==> src/inc/acs_pkg.sv <==
// package: register map, field layout, timing counts and states of the conversion sequencer
`default_nettype none
package acs_pkg;
  localparam int unsigned ADDR_W = 12;
  localparam int unsigned DATA_W = 32;
  // register byte offsets
  localparam logic [11:0] OFF_CTRL0 = 12'h000;
  localparam logic [11:0] OFF_CTRL1 = 12'h004;
  localparam logic [11:0] OFF_DATA_H = 12'h008;
  localparam logic [11:0] OFF_DATA_L = 12'h00c;
  localparam logic [11:0] OFF_PWR = 12'h010;
  localparam logic [11:0] OFF_STAT = 12'h014;
  localparam logic [11:0] OFF_CAL_BASE = 12'h400;
  // control register 0 fields
  localparam int unsigned C0_SEL_LSB = 0;
  localparam int unsigned SEL_W = 4;
  localparam int unsigned C0_CONTINUOUS_MODE_SELECT = 4;
  localparam int unsigned C0_REFOUT = 5;
  localparam int unsigned C0_REFL = 6;
  localparam int unsigned C0_START = 7;
  // control/status register 1 and power control fields
  localparam int unsigned C1_REFH = 7;
  localparam int unsigned PWR_ADC_DIS = 2;
  // status fields
  localparam int unsigned ST_BUSY = 0;
  localparam int unsigned ST_POWERED = 1;
  localparam int unsigned ST_CONTINUOUS_MODE_SELECT_RUN = 2;
  // reset values
  localparam logic [7:0] CTRL0_RST = 8'h00;
  localparam logic CTRL1_REFH_RST = 1'b0;
  localparam logic PWR_ADC_DIS_RST = 1'b0;
  // result layout
  localparam int unsigned RES_W = 11;
  localparam int unsigned RES_HI_W = 8;
  localparam int unsigned RES_LO_W = RES_W - RES_HI_W;
  localparam int unsigned RES_LO_LSB = 5;
  // timing counts in system clock cycles
  localparam int unsigned TMR_W = 13;
  localparam int unsigned CYC_FIRST = 5129;
  localparam logic [TMR_W-1:0] CYC_POWERUP = 13'h0028;
  localparam logic [TMR_W-1:0] CYC_REPEAT = 13'h0100;
  localparam logic [7:0] CYC_IDLE_OFF = 8'ha0;
  // calibration bytes: offset, gain high, gain low per reference type
  localparam int unsigned CAL_NUM = 9;
  localparam logic [7:0] CAL_INFO_ADDR [CAL_NUM] = '{
    8'h60, 8'h08, 8'h09,
    8'h63, 8'h0a, 8'h0b,
    8'h66, 8'h0c, 8'h0d
  };
  // bus responses
  localparam logic [1:0] RESP_OKAY = 2'b00;
  localparam logic [1:0] RESP_SLVERR = 2'b10;

  typedef enum logic [3:0] {
    S_IDLE = 4'b0001,
    S_PWRUP = 4'b0010,
    S_FIRST = 4'b0100,
    S_CONTINUOUS_MODE_SELECT = 4'b1000
  } acs_state_t;
endpackage
`default_nettype wire

==> src/hw/acs_seq_timer.sv <==
// cycle down-counter that pulses done in the last cycle of a loaded interval
`default_nettype none
module acs_seq_timer #(
  parameter int unsigned W = 13
) (
  input wire logic aclk,
  input wire logic aresetn,
  input wire logic load,
  input wire logic [W-1:0] load_val,
  input wire logic clear,
  output logic done,
  output logic [W-1:0] count
);
  logic [W-1:0] cnt_q;

  always_ff @(posedge aclk)
  begin
    if (!aresetn)
      cnt_q <= '0;
    else if (clear)
      cnt_q <= '0;
    else if (load)
      cnt_q <= load_val;
    else if (cnt_q != '0)
      cnt_q <= cnt_q - W'(1);
  end

  // loaded with n, done is high n cycles later
  assign done = (cnt_q == W'(1));
  assign count = cnt_q;
endmodule
`default_nettype wire

==> src/hw/acs_top.sv <==
// conversion sequencer: axi4-lite registers, conversion timing, results and pin control
// What this block does
// - on single completion store 11-bit result in upper and lower bytes, clear start
// - power converter down after 160 consecutive idle cycles
// - continuous mode keeps converting; each result overwrites the data registers
// - continuous-mode bit written 1 selects continuous, 0 single conversion
// - four-bit input-select field chooses the analog source to convert
// - reference-output bit routes internal reference to a pin; reference must be on
// - reference pair: high bit in register 1, low bit in register 0
// - every field of control register 0 except start is written by one write; start can only be set
// - writing 1 to start launches a conversion or the continuous sequence
// - first conversion done 5129 cycles after start, 40 more when powering up
// - in continuous mode start clears at first result and stays clear
// - interrupt request at first completion and after every later one
// - after the first continuous result, a new result every 256 cycles
// - clearing the continuous-mode bit stops further conversions
// - interrupt only for a completion while the converter is enabled
// - disabling the converter never clears an already pending request
// - analog function on a pin disables its digital input and output driver
// - nine calibration bytes: offset and two gain bytes per reference type
// - calibration bytes sit at fixed information page locations
// - converter-disable bit 1 powers converter off, 0 enables it
//
// The implementer's own choices: the AXI4-Lite slave port and the register offsets.
`default_nettype none
module acs_top #(
  parameter int unsigned FIRST_CYC = acs_pkg::CYC_FIRST,
  parameter int unsigned N_PINS = 4,
  parameter logic [8*acs_pkg::CAL_NUM-1:0] CAL_BYTES = '0
) (
  input wire logic aclk,
  input wire logic aresetn,
  input wire logic [acs_pkg::ADDR_W-1:0] s_axi_awaddr,
  input wire logic [2:0] s_axi_awprot,
  input wire logic s_axi_awvalid,
  output logic s_axi_awready,
  input wire logic [acs_pkg::DATA_W-1:0] s_axi_wdata,
  input wire logic [3:0] s_axi_wstrb,
  input wire logic s_axi_wvalid,
  output logic s_axi_wready,
  output logic [1:0] s_axi_bresp,
  output logic s_axi_bvalid,
  input wire logic s_axi_bready,
  input wire logic [acs_pkg::ADDR_W-1:0] s_axi_araddr,
  input wire logic [2:0] s_axi_arprot,
  input wire logic s_axi_arvalid,
  output logic s_axi_arready,
  output logic [acs_pkg::DATA_W-1:0] s_axi_rdata,
  output logic [1:0] s_axi_rresp,
  output logic s_axi_rvalid,
  input wire logic s_axi_rready,
  input wire logic [acs_pkg::RES_W-1:0] adc_result,
  output logic adc_power_on,
  output logic adc_converting,
  output logic [acs_pkg::SEL_W-1:0] analog_input_select,
  output logic [1:0] reference_select,
  output logic reference_output_enable,
  output logic irq_req,
  input wire logic [N_PINS-1:0] gpio_analog_sel,
  input wire logic [N_PINS-1:0] gpio_oe_req,
  output logic [N_PINS-1:0] gpio_oe,
  output logic [N_PINS-1:0] gpio_ie
);
  localparam logic [acs_pkg::TMR_W-1:0] FIRST_LD = acs_pkg::TMR_W'(FIRST_CYC);

  function automatic logic hit(input logic [11:0] a, input logic [11:0] off);
    hit = (a[11:2] == off[11:2]);
  endfunction

  // {found, byte} for a calibration word address
  function automatic logic [8:0] cal_read(input logic [11:0] a);
    logic [8:0] r;
    r = 9'h000;
    for (int i = 0; i < acs_pkg::CAL_NUM; i++)
    begin
      if (hit(a, acs_pkg::OFF_CAL_BASE + {2'b00, acs_pkg::CAL_INFO_ADDR[i], 2'b00}))
        r = {1'b1, CAL_BYTES[8*i +: 8]};
    end
    cal_read = r;
  endfunction

  // ==========================================================
  // register bus: write channels
  logic aw_have_q;
  logic [11:0] aw_addr_q;
  logic w_have_q;
  logic [31:0] w_data_q;
  logic [3:0] w_strb_q;
  logic bvalid_q;
  logic [1:0] bresp_q;
  logic do_wr;
  logic wr_ok;
  logic wr_c0;
  logic wr_c1;
  logic wr_pwr;

  assign s_axi_awready = !aw_have_q && !bvalid_q;
  assign s_axi_wready = !w_have_q && !bvalid_q;
  assign do_wr = aw_have_q && w_have_q && !bvalid_q;
  assign wr_ok = hit(aw_addr_q, acs_pkg::OFF_CTRL0) || hit(aw_addr_q, acs_pkg::OFF_CTRL1)
    || hit(aw_addr_q, acs_pkg::OFF_PWR);
  // registers are one byte wide: only lane 0 carries data
  assign wr_c0 = do_wr && w_strb_q[0] && hit(aw_addr_q, acs_pkg::OFF_CTRL0);
  assign wr_c1 = do_wr && w_strb_q[0] && hit(aw_addr_q, acs_pkg::OFF_CTRL1);
  assign wr_pwr = do_wr && w_strb_q[0] && hit(aw_addr_q, acs_pkg::OFF_PWR);

  always_ff @(posedge aclk)
  begin
    if (!aresetn)
    begin
      aw_have_q <= 1'b0;
      aw_addr_q <= 12'h000;
    end
    else if (s_axi_awvalid && s_axi_awready)
    begin
      aw_have_q <= 1'b1;
      aw_addr_q <= s_axi_awaddr;
    end
    else if (do_wr)
      aw_have_q <= 1'b0;
  end

  always_ff @(posedge aclk)
  begin
    if (!aresetn)
    begin
      w_have_q <= 1'b0;
      w_data_q <= 32'h0000_0000;
      w_strb_q <= 4'h0;
    end
    else if (s_axi_wvalid && s_axi_wready)
    begin
      w_have_q <= 1'b1;
      w_data_q <= s_axi_wdata;
      w_strb_q <= s_axi_wstrb;
    end
    else if (do_wr)
      w_have_q <= 1'b0;
  end

  always_ff @(posedge aclk)
  begin
    if (!aresetn)
    begin
      bvalid_q <= 1'b0;
      bresp_q <= acs_pkg::RESP_OKAY;
    end
    else if (do_wr)
    begin
      bvalid_q <= 1'b1;
      bresp_q <= wr_ok ? acs_pkg::RESP_OKAY : acs_pkg::RESP_SLVERR;
    end
    else if (s_axi_bready)
      bvalid_q <= 1'b0;
  end

  assign s_axi_bvalid = bvalid_q;
  assign s_axi_bresp = bresp_q;

  // ==========================================================
  // control registers
  logic [acs_pkg::SEL_W-1:0] sel_q;
  logic continuous_mode_select_q;
  logic refout_q;
  logic refl_q;
  logic refh_q;
  logic start_q;
  logic adc_dis_q;
  logic enabled;
  logic cmpl;
  logic first_done;

  always_ff @(posedge aclk)
  begin
    if (!aresetn)
    begin
      sel_q <= acs_pkg::CTRL0_RST[acs_pkg::C0_SEL_LSB +: acs_pkg::SEL_W];
      continuous_mode_select_q <= acs_pkg::CTRL0_RST[acs_pkg::C0_CONTINUOUS_MODE_SELECT];
      refout_q <= acs_pkg::CTRL0_RST[acs_pkg::C0_REFOUT];
      refl_q <= acs_pkg::CTRL0_RST[acs_pkg::C0_REFL];
    end
    else if (wr_c0)
    begin
      sel_q <= w_data_q[acs_pkg::C0_SEL_LSB +: acs_pkg::SEL_W];
      continuous_mode_select_q <= w_data_q[acs_pkg::C0_CONTINUOUS_MODE_SELECT];
      refout_q <= w_data_q[acs_pkg::C0_REFOUT];
      refl_q <= w_data_q[acs_pkg::C0_REFL];
    end
  end

  always_ff @(posedge aclk)
  begin
    if (!aresetn)
      refh_q <= acs_pkg::CTRL1_REFH_RST;
    else if (wr_c1)
      refh_q <= w_data_q[acs_pkg::C1_REFH];
  end

  always_ff @(posedge aclk)
  begin
    if (!aresetn)
      adc_dis_q <= acs_pkg::PWR_ADC_DIS_RST;
    else if (wr_pwr)
      adc_dis_q <= w_data_q[acs_pkg::PWR_ADC_DIS];
  end

  assign enabled = !adc_dis_q;

  // a software set in the completing cycle wins over the hardware clear
  always_ff @(posedge aclk)
  begin
    if (!aresetn)
      start_q <= acs_pkg::CTRL0_RST[acs_pkg::C0_START];
    else if (wr_c0 && w_data_q[acs_pkg::C0_START])
      start_q <= 1'b1;
    else if (first_done)
      start_q <= 1'b0;
  end

  // ==========================================================
  // sequencer
  acs_pkg::acs_state_t st_q;
  acs_pkg::acs_state_t st_d;
  logic tmr_load;
  logic [acs_pkg::TMR_W-1:0] tmr_val;
  logic tmr_done;
  logic [acs_pkg::TMR_W-1:0] tmr_cnt;
  logic powered_q;
  logic [7:0] idle_cnt_q;
  logic idle_off;

  always_comb
  begin
    st_d = st_q;
    tmr_load = 1'b0;
    tmr_val = CYC_ZERO();
    cmpl = 1'b0;
    first_done = 1'b0;
    unique case (st_q)
      acs_pkg::S_IDLE:
      begin
        if (start_q && enabled)
        begin
          tmr_load = 1'b1;
          if (powered_q)
          begin
            st_d = acs_pkg::S_FIRST;
            tmr_val = FIRST_LD;
          end
          else
          begin
            st_d = acs_pkg::S_PWRUP;
            tmr_val = acs_pkg::CYC_POWERUP;
          end
        end
      end
      acs_pkg::S_PWRUP:
      begin
        if (!enabled)
          st_d = acs_pkg::S_IDLE;
        else if (tmr_done)
        begin
          st_d = acs_pkg::S_FIRST;
          tmr_load = 1'b1;
          tmr_val = FIRST_LD;
        end
      end
      acs_pkg::S_FIRST:
      begin
        if (!enabled)
          st_d = acs_pkg::S_IDLE;
        else if (tmr_done)
        begin
          cmpl = 1'b1;
          first_done = 1'b1;
          if (continuous_mode_select_q)
          begin
            st_d = acs_pkg::S_CONTINUOUS_MODE_SELECT;
            tmr_load = 1'b1;
            tmr_val = acs_pkg::CYC_REPEAT;
          end
          else
            st_d = acs_pkg::S_IDLE;
        end
      end
      acs_pkg::S_CONTINUOUS_MODE_SELECT:
      begin
        // a cleared mode bit abandons the conversion under way
        if (!enabled || !continuous_mode_select_q)
          st_d = acs_pkg::S_IDLE;
        else if (tmr_done)
        begin
          cmpl = 1'b1;
          tmr_load = 1'b1;
          tmr_val = acs_pkg::CYC_REPEAT;
        end
      end
      default:
        st_d = acs_pkg::S_IDLE;
    endcase
  end

  function automatic logic [acs_pkg::TMR_W-1:0] CYC_ZERO();
    CYC_ZERO = '0;
  endfunction

  always_ff @(posedge aclk)
  begin
    if (!aresetn)
      st_q <= acs_pkg::S_IDLE;
    else
      st_q <= st_d;
  end

  acs_seq_timer #(
    .W(acs_pkg::TMR_W)
  ) u_timer (
    .aclk(aclk),
    .aresetn(aresetn),
    .load(tmr_load),
    .load_val(tmr_val),
    .clear(st_d == acs_pkg::S_IDLE),
    .done(tmr_done),
    .count(tmr_cnt)
  );

  // ==========================================================
  // power and idle shutdown
  assign idle_off = (st_q == acs_pkg::S_IDLE) && (st_d == acs_pkg::S_IDLE)
    && (idle_cnt_q == acs_pkg::CYC_IDLE_OFF - 8'h01);

  always_ff @(posedge aclk)
  begin
    if (!aresetn)
      idle_cnt_q <= 8'h00;
    else if (!powered_q || st_q != acs_pkg::S_IDLE || st_d != acs_pkg::S_IDLE || idle_off)
      idle_cnt_q <= 8'h00;
    else
      idle_cnt_q <= idle_cnt_q + 8'h01;
  end

  always_ff @(posedge aclk)
  begin
    if (!aresetn)
      powered_q <= 1'b0;
    else if (!enabled)
      powered_q <= 1'b0;
    else if (st_d == acs_pkg::S_PWRUP)
      powered_q <= 1'b1;
    else if (idle_off)
      powered_q <= 1'b0;
  end

  // ==========================================================
  // result and interrupt request
  logic [acs_pkg::RES_W-1:0] result_q;
  logic irq_q;

  always_ff @(posedge aclk)
  begin
    if (!aresetn)
      result_q <= '0;
    else if (cmpl)
      result_q <= adc_result;
  end

  // the request is a pulse latched by the interrupt controller, so
  // disabling here can never withdraw one already sent
  always_ff @(posedge aclk)
  begin
    if (!aresetn)
      irq_q <= 1'b0;
    else
      irq_q <= cmpl && enabled;
  end

  assign irq_req = irq_q;
  assign adc_power_on = powered_q;
  assign adc_converting = (st_q == acs_pkg::S_FIRST) || (st_q == acs_pkg::S_CONTINUOUS_MODE_SELECT);
  assign analog_input_select = sel_q;
  assign reference_select = {refh_q, refl_q};
  assign reference_output_enable = refout_q;

  // ==========================================================
  // pin drivers
  logic [N_PINS-1:0] gpio_oe_q;
  logic [N_PINS-1:0] gpio_ie_q;

  generate
    for (genvar i = 0; i < N_PINS; i++)
    begin : g_pin
      always_ff @(posedge aclk)
      begin
        if (!aresetn)
        begin
          gpio_oe_q[i] <= 1'b0;
          gpio_ie_q[i] <= 1'b1;
        end
        else
        begin
          gpio_oe_q[i] <= gpio_oe_req[i] && !gpio_analog_sel[i];
          gpio_ie_q[i] <= !gpio_analog_sel[i];
        end
      end
    end
  endgenerate

  assign gpio_oe = gpio_oe_q;
  assign gpio_ie = gpio_ie_q;

  // ==========================================================
  // register bus: read channel
  logic rvalid_q;
  logic [31:0] rdata_q;
  logic [1:0] rresp_q;
  logic [31:0] rd_mux;
  logic rd_ok;
  logic [8:0] cal_hit;

  always_comb
  begin
    cal_hit = cal_read(s_axi_araddr);
    rd_mux = 32'h0000_0000;
    rd_ok = 1'b1;
    if (hit(s_axi_araddr, acs_pkg::OFF_CTRL0))
      rd_mux[7:0] = {start_q, refl_q, refout_q, continuous_mode_select_q, sel_q};
    else if (hit(s_axi_araddr, acs_pkg::OFF_CTRL1))
      rd_mux[acs_pkg::C1_REFH] = refh_q;
    else if (hit(s_axi_araddr, acs_pkg::OFF_DATA_H))
      rd_mux[7:0] = result_q[acs_pkg::RES_W-1 -: acs_pkg::RES_HI_W];
    else if (hit(s_axi_araddr, acs_pkg::OFF_DATA_L))
      rd_mux[7:acs_pkg::RES_LO_LSB] = result_q[acs_pkg::RES_LO_W-1:0];
    else if (hit(s_axi_araddr, acs_pkg::OFF_PWR))
      rd_mux[acs_pkg::PWR_ADC_DIS] = adc_dis_q;
    else if (hit(s_axi_araddr, acs_pkg::OFF_STAT))
    begin
      rd_mux[acs_pkg::ST_BUSY] = (st_q != acs_pkg::S_IDLE);
      rd_mux[acs_pkg::ST_POWERED] = powered_q;
      rd_mux[acs_pkg::ST_CONTINUOUS_MODE_SELECT_RUN] = (st_q == acs_pkg::S_CONTINUOUS_MODE_SELECT);
    end
    else if (cal_hit[8])
      rd_mux[7:0] = cal_hit[7:0];
    else
      rd_ok = 1'b0;
  end

  assign s_axi_arready = !rvalid_q;

  always_ff @(posedge aclk)
  begin
    if (!aresetn)
    begin
      rvalid_q <= 1'b0;
      rdata_q <= 32'h0000_0000;
      rresp_q <= acs_pkg::RESP_OKAY;
    end
    else if (s_axi_arvalid && s_axi_arready)
    begin
      rvalid_q <= 1'b1;
      rdata_q <= rd_mux;
      rresp_q <= rd_ok ? acs_pkg::RESP_OKAY : acs_pkg::RESP_SLVERR;
    end
    else if (s_axi_rready)
      rvalid_q <= 1'b0;
  end

  assign s_axi_rvalid = rvalid_q;
  assign s_axi_rdata = rdata_q;
  assign s_axi_rresp = rresp_q;

  // ==========================================================
  // checks
  property p_start_clear;
    @(posedge aclk) disable iff (!aresetn)
    (first_done && !(wr_c0 && w_data_q[acs_pkg::C0_START])) |=> !start_q;
  endproperty
  a_start_clear: assert property (p_start_clear) else $error("start not cleared");

  property p_idle_off;
    @(posedge aclk) disable iff (!aresetn)
    (powered_q && st_q == acs_pkg::S_IDLE && !start_q && enabled && idle_cnt_q == 8'h9f)
      |=> !powered_q;
  endproperty
  a_idle_off: assert property (p_idle_off) else $error("no idle power down");

  property p_result_take;
    @(posedge aclk) disable iff (!aresetn)
    cmpl |=> result_q == $past(adc_result);
  endproperty
  a_result_take: assert property (p_result_take) else $error("result not stored");

  property p_launch_time;
    @(posedge aclk) disable iff (!aresetn)
    (st_q == acs_pkg::S_IDLE && start_q && enabled)
      |=> (powered_q && st_q == acs_pkg::S_FIRST && tmr_cnt == FIRST_LD)
        || (st_q == acs_pkg::S_PWRUP && tmr_cnt == acs_pkg::CYC_POWERUP);
  endproperty
  a_launch_time: assert property (p_launch_time) else $error("bad launch count");

  property p_start_stays;
    @(posedge aclk) disable iff (!aresetn)
    (st_q == acs_pkg::S_CONTINUOUS_MODE_SELECT && !start_q && !wr_c0) |=> !start_q;
  endproperty
  a_start_stays: assert property (p_start_stays) else $error("start set in continuous_mode_select");

  property p_irq_cause;
    @(posedge aclk) disable iff (!aresetn)
    irq_req |-> $past(cmpl) && $past(enabled);
  endproperty
  a_irq_cause: assert property (p_irq_cause) else $error("spurious interrupt");

  property p_repeat;
    @(posedge aclk) disable iff (!aresetn)
    (cmpl && st_d == acs_pkg::S_CONTINUOUS_MODE_SELECT) |-> ##256 (cmpl || st_q != acs_pkg::S_CONTINUOUS_MODE_SELECT);
  endproperty
  a_repeat: assert property (p_repeat) else $error("repeat period wrong");

  property p_continuous_mode_select_stop;
    @(posedge aclk) disable iff (!aresetn)
    (st_q == acs_pkg::S_CONTINUOUS_MODE_SELECT && !continuous_mode_select_q) |=> st_q == acs_pkg::S_IDLE && !irq_req;
  endproperty
  a_continuous_mode_select_stop: assert property (p_continuous_mode_select_stop) else $error("continuous_mode_select did not stop");

  property p_disable_off;
    @(posedge aclk) disable iff (!aresetn)
    adc_dis_q |=> !adc_power_on && !adc_converting;
  endproperty
  a_disable_off: assert property (p_disable_off) else $error("disabled but powered");

  property p_pin_analog;
    @(posedge aclk) disable iff (!aresetn)
    gpio_analog_sel[0] |=> !gpio_ie[0] && !gpio_oe[0];
  endproperty
  a_pin_analog: assert property (p_pin_analog) else $error("analog pin still digital");
endmodule
`default_nettype wire

==> config.mk <==
export PLATFORM = sky130hd
export DESIGN_NAME = acs_top
export DESIGN_NICKNAME = d
export VERILOG_FILES = /design/src/inc/acs_pkg.sv /design/src/hw/acs_seq_timer.sv /design/src/hw/acs_top.sv
export SDC_FILE = /design/constraint.sdc
export NUM_CORES = 1
export LEC_CHECK = 0
export BUFFER_PORTS_ARGS = -buffer_cell sky130_fd_sc_hd__buf_2
export CAP_MARGIN = 10
export CORE_ASPECT_RATIO = 1.25
export CORE_UTILIZATION = 50
export DETAILED_ROUTE_END_ITERATION = 8
export PLACE_DENSITY_LB_ADDON = 0.3
export SYNTH_ARGS = -nofsm -noshare
export SYNTH_HDL_FRONTEND = slang
export SYNTH_HIERARCHICAL = 1
export SYNTH_SLANG_ARGS = --single-unit
==> constraint.sdc <==
create_clock -name aclk -period 3.3 [get_ports aclk]
set_input_delay 0.33 -clock aclk [delete_from_list [all_inputs] [get_ports aclk]]
set_output_delay 0.33 -clock aclk [all_outputs]
set_load 0.02 [all_outputs]
==> impl_metrics.tcl <==
set metrics [dict create \
    fin_crit_sh_pct 90.7 \
    drt_iter0_markers 147 \
    r2r_start "u_timer/count[7]$_SDFFE_PP0P_" \
    area_growth_pct 13.4 \
    synth-edff-count 0 \
    post-route-min-period_ns 2.99 \
    setup_tns_ns 0 \
    required_ns 3.54 \
    synth_cell_types 64 \
    ir_drop_v 0.000277 \
    critical_path_class "register to register" \
    syn_area_um2 4430 \
    nFillCells 797 \
    reg2reg_slack_ns 0.31 \
    rows 38 \
    final_nets 670 \
    synth_seq_cells 89 \
    leakage_nw 2.17 \
    cts.path.max_buffers 2 \
    grt_pass1_vias 3250 \
    start_util_pct 51.2 \
    die_y_um 107 \
    powerDensity_nw_per_um2 423 \
    reg2reg_to "u_timer/count[7]$_SDFFE_PP0P_" \
    dp_hpwl_um 6680 \
    final-setup-viol-count 0 \
    clock-sinks 89 \
    postCtsSetupBuffers 0 \
    rsz0062_at_grt "no" \
    ys_warn_count 6 \
    die_width_um 86.2 \
    start_kind "register" \
    postRouteAntennaNets 0 \
    ys_async_sr_fraction_pct 0 \
    whs_path_depth 2 \
    die_area_um2 9250 \
    yosys_most_used_dff "dfxtp_1" \
    synthesis.area_per_instance_um2 9.05 \
    critPathMaxFanout 9 \
    antenna_found_initial 0 \
    io_buffers 87 \
    reg2reg_depth 10 \
    vias_per_cell 5.17 \
    drcViolationCount 0 \
    grt-ovfl-total 0 \
    cts_tree "done" \
    cts-htree-levels 3 \
    gp_congestion 0.827 \
    grt_max_degree 44 \
    pin_count 151 \
    cp-end-kind "register" \
    clockRootBuffer "clkbuf_8" \
    holdBufCountCts 0 \
    wl_per_cell_um 13.0 \
    drv_slew 0 \
    fin_hold_ws_ns 0.127 \
    hold_path_end "gpio_ie[0]$_SDFF_PN1_" \
    hold_class "primary input to register" \
    clk_latency_ns 0.36 \
    drt_wl_total_um 9050 \
    hold_start "gpio_analog_sel[0]" \
    utilization_pct 58.1 \
    grt_pass1_wl_um 15000 \
    maxCapViolCount 0 \
    crit_arrival_ns 3.24 \
    fmax_ghz 0.334 \
    grt.total_usage_pct 20.7 \
    finClkSkew_ns 0.00506 \
    ctsResizeCount 0 \
    finalHoldViolations 0 \
    vias 3606 \
    status "finished, final reports clean" \
    path_clk_slew_ns 0.08 \
    numCtsBuffers 9 \
    firstDrtPassIters 4 \
    core-area_um2 8650 \
    syn_inst 490 \
    n_antenna_cell 0 \
    relSlewSlack_pct 49.6 \
    worst-slew-pin-transition_ns 0.750 \
    final_layout_size_suffix_gt1_share_pct 22.1 \
    yosysSeqAreaShare_pct 40.2 \
]
## report_power, final
part / internal [W] / switching, W
Sequential: 0.00110 / 0.0000175
Combinational: 0.0000724 / 0.000130
Clock: 0.000443 / 0.000361
## registers in the layout (all words and copies together), names as in the netlist, 4 cells and up
register and cells:
s_axi_rdata 8, result_q 11, aw_addr_q 10, st_q 4
idle_cnt_q 8, u_timer/count 13, w_data_q 8, gpio_ie 4
analog_input_select 4, gpio_oe 4
## logic make-up after synthesis
| group | share of synthesized area (%) |
|---|---|
| AOI/OAI and AO/OA | 14.8 |
| adders and majority gates | 1.13 |
| muxes | 5.76 |
| xor gates and xnor gates | 2.77 |
| other | 0.0846 |
| and+or+nand+nor | 26.2 |
| DFF | 40.2 |
| buffers and inverters | 9.12 |
## Yosys cell counts (all sizes together), types with 5 or more instances
cell type  instances  share of area [%]
a211oi             6                1.2
a21boi            22                3.7
a21oi             12                1.4
a31oi              6               0.85
and3               6               0.85
buf               38                7.0
clkbuf            13                1.1
dfxtp             89                 40
inv               12                1.0
mux2i             21                4.7
nand2             63                5.4
nand2b             5               0.71
nand3             12                1.4
nand4              9                1.4
nor2              31                2.6
nor2b             30                4.2
nor3               9                1.4
nor4               7                2.0
o21ai             20                2.3
or4                5                1.0
xnor2              8                1.6
xor2               6                1.2
## stage by stage
| step | setup WS [ns] | std cells | instance area (µm²) | total power, W |
|---|---|---|---|---|
| 2_1_floorplan | 0.406 | 522 | 4550 | 0.00131 |
| 3_3_place_gp | 0.373 | 683 | 4820 | 0.00134 |
| 3_5_place_dp | 0.347 | 683 | 4820 | 0.00135 |
| 4_1_cts | 0.325 | 698 | 5030 | 0.00215 |
| 5_1_grt | 0.0886 | 698 | 5030 | 0.00222 |
| 6_report | 0.307 | 698 | 5030 | 0.00213 |
## area by class of cell
cell class                      instances  area, µm²  share of cell area (%)
Clock inverter                          3       65.1                    1.29
Tap cell                              120        150                    2.99
Timing Repair Buffer                   92        473                    9.41
Multi-Input combinational cell        370       2370                    47.1
Clock buffer                           12        145                    2.89
Sequential cell                        89       1780                    35.4
Inverter                               12       45.0                   0.896
## layer usage
layer	track usage [%]	part of all wire (%)
met2	35.7	52
met1	24.4	42
met3	4.22	3.8
met5	0	0
met4	9.64	2.3
## critical path: stages, from the launching register on
cell     delay, ns
dfxtp_1       0.39
or4_4         0.61
nor2_1        0.15
and3_1        0.22
nand2_1       0.11
o41a_1        0.32
or4_1         0.42
nand3_1       0.11
and2b_2       0.23
nand2_2       0.19
o22ai_1       0.12
## worst max path at each step
stage | from | to | slack, ns | cells past startpoint
finish | u_timer/count[7]$_SDFFE_PP0P_ | u_timer/count[7]$_SDFFE_PP0P_ | 0.31 | 10
global route | u_timer/count[2]$_SDFFE_PP0P_ | u_timer/count[7]$_SDFFE_PP0P_ | 0.09 | 10
CTS | u_timer/count[7]$_SDFFE_PP0P_ | u_timer/count[7]$_SDFFE_PP0P_ | 0.33 | 10
detailed placement | u_timer/count[7]$_SDFFE_PP0P_ | u_timer/count[7]$_SDFFE_PP0P_ | 0.35 | 10
global placement | u_timer/count[2]$_SDFFE_PP0P_ | u_timer/count[7]$_SDFFE_PP0P_ | 0.37 | 10
floorplan | u_timer/count[2]$_SDFFE_PP0P_ | u_timer/count[7]$_SDFFE_PP0P_ | 0.41 | 11
## cell usage in the layout (no fill, tap or decap), types with 4 or more instances in the layout
cell type / n
dfxtp_1: 89
buf_2: 87
nand2_1: 62
conb_1: 33
nor2_1: 31
nor2b_1: 30
a21boi_0: 22
mux2i_1: 21
o21ai_0: 19
a21oi_1: 12
nand3_1: 12
inv_1: 12
clkbuf_8: 10
xnor2_1: 8
nand4_1: 8
and3_1: 6
nor3_1: 6
xor2_1: 6
a31oi_1: 6
nand2b_1: 5
buf_4: 5
nor3b_1: 4
a211oi_1: 4
nor4_1: 4
a22oi_1: 4
and3b_1: 4
ha_1: 4
No activity file was read; power rests on OpenSTA's default activity.
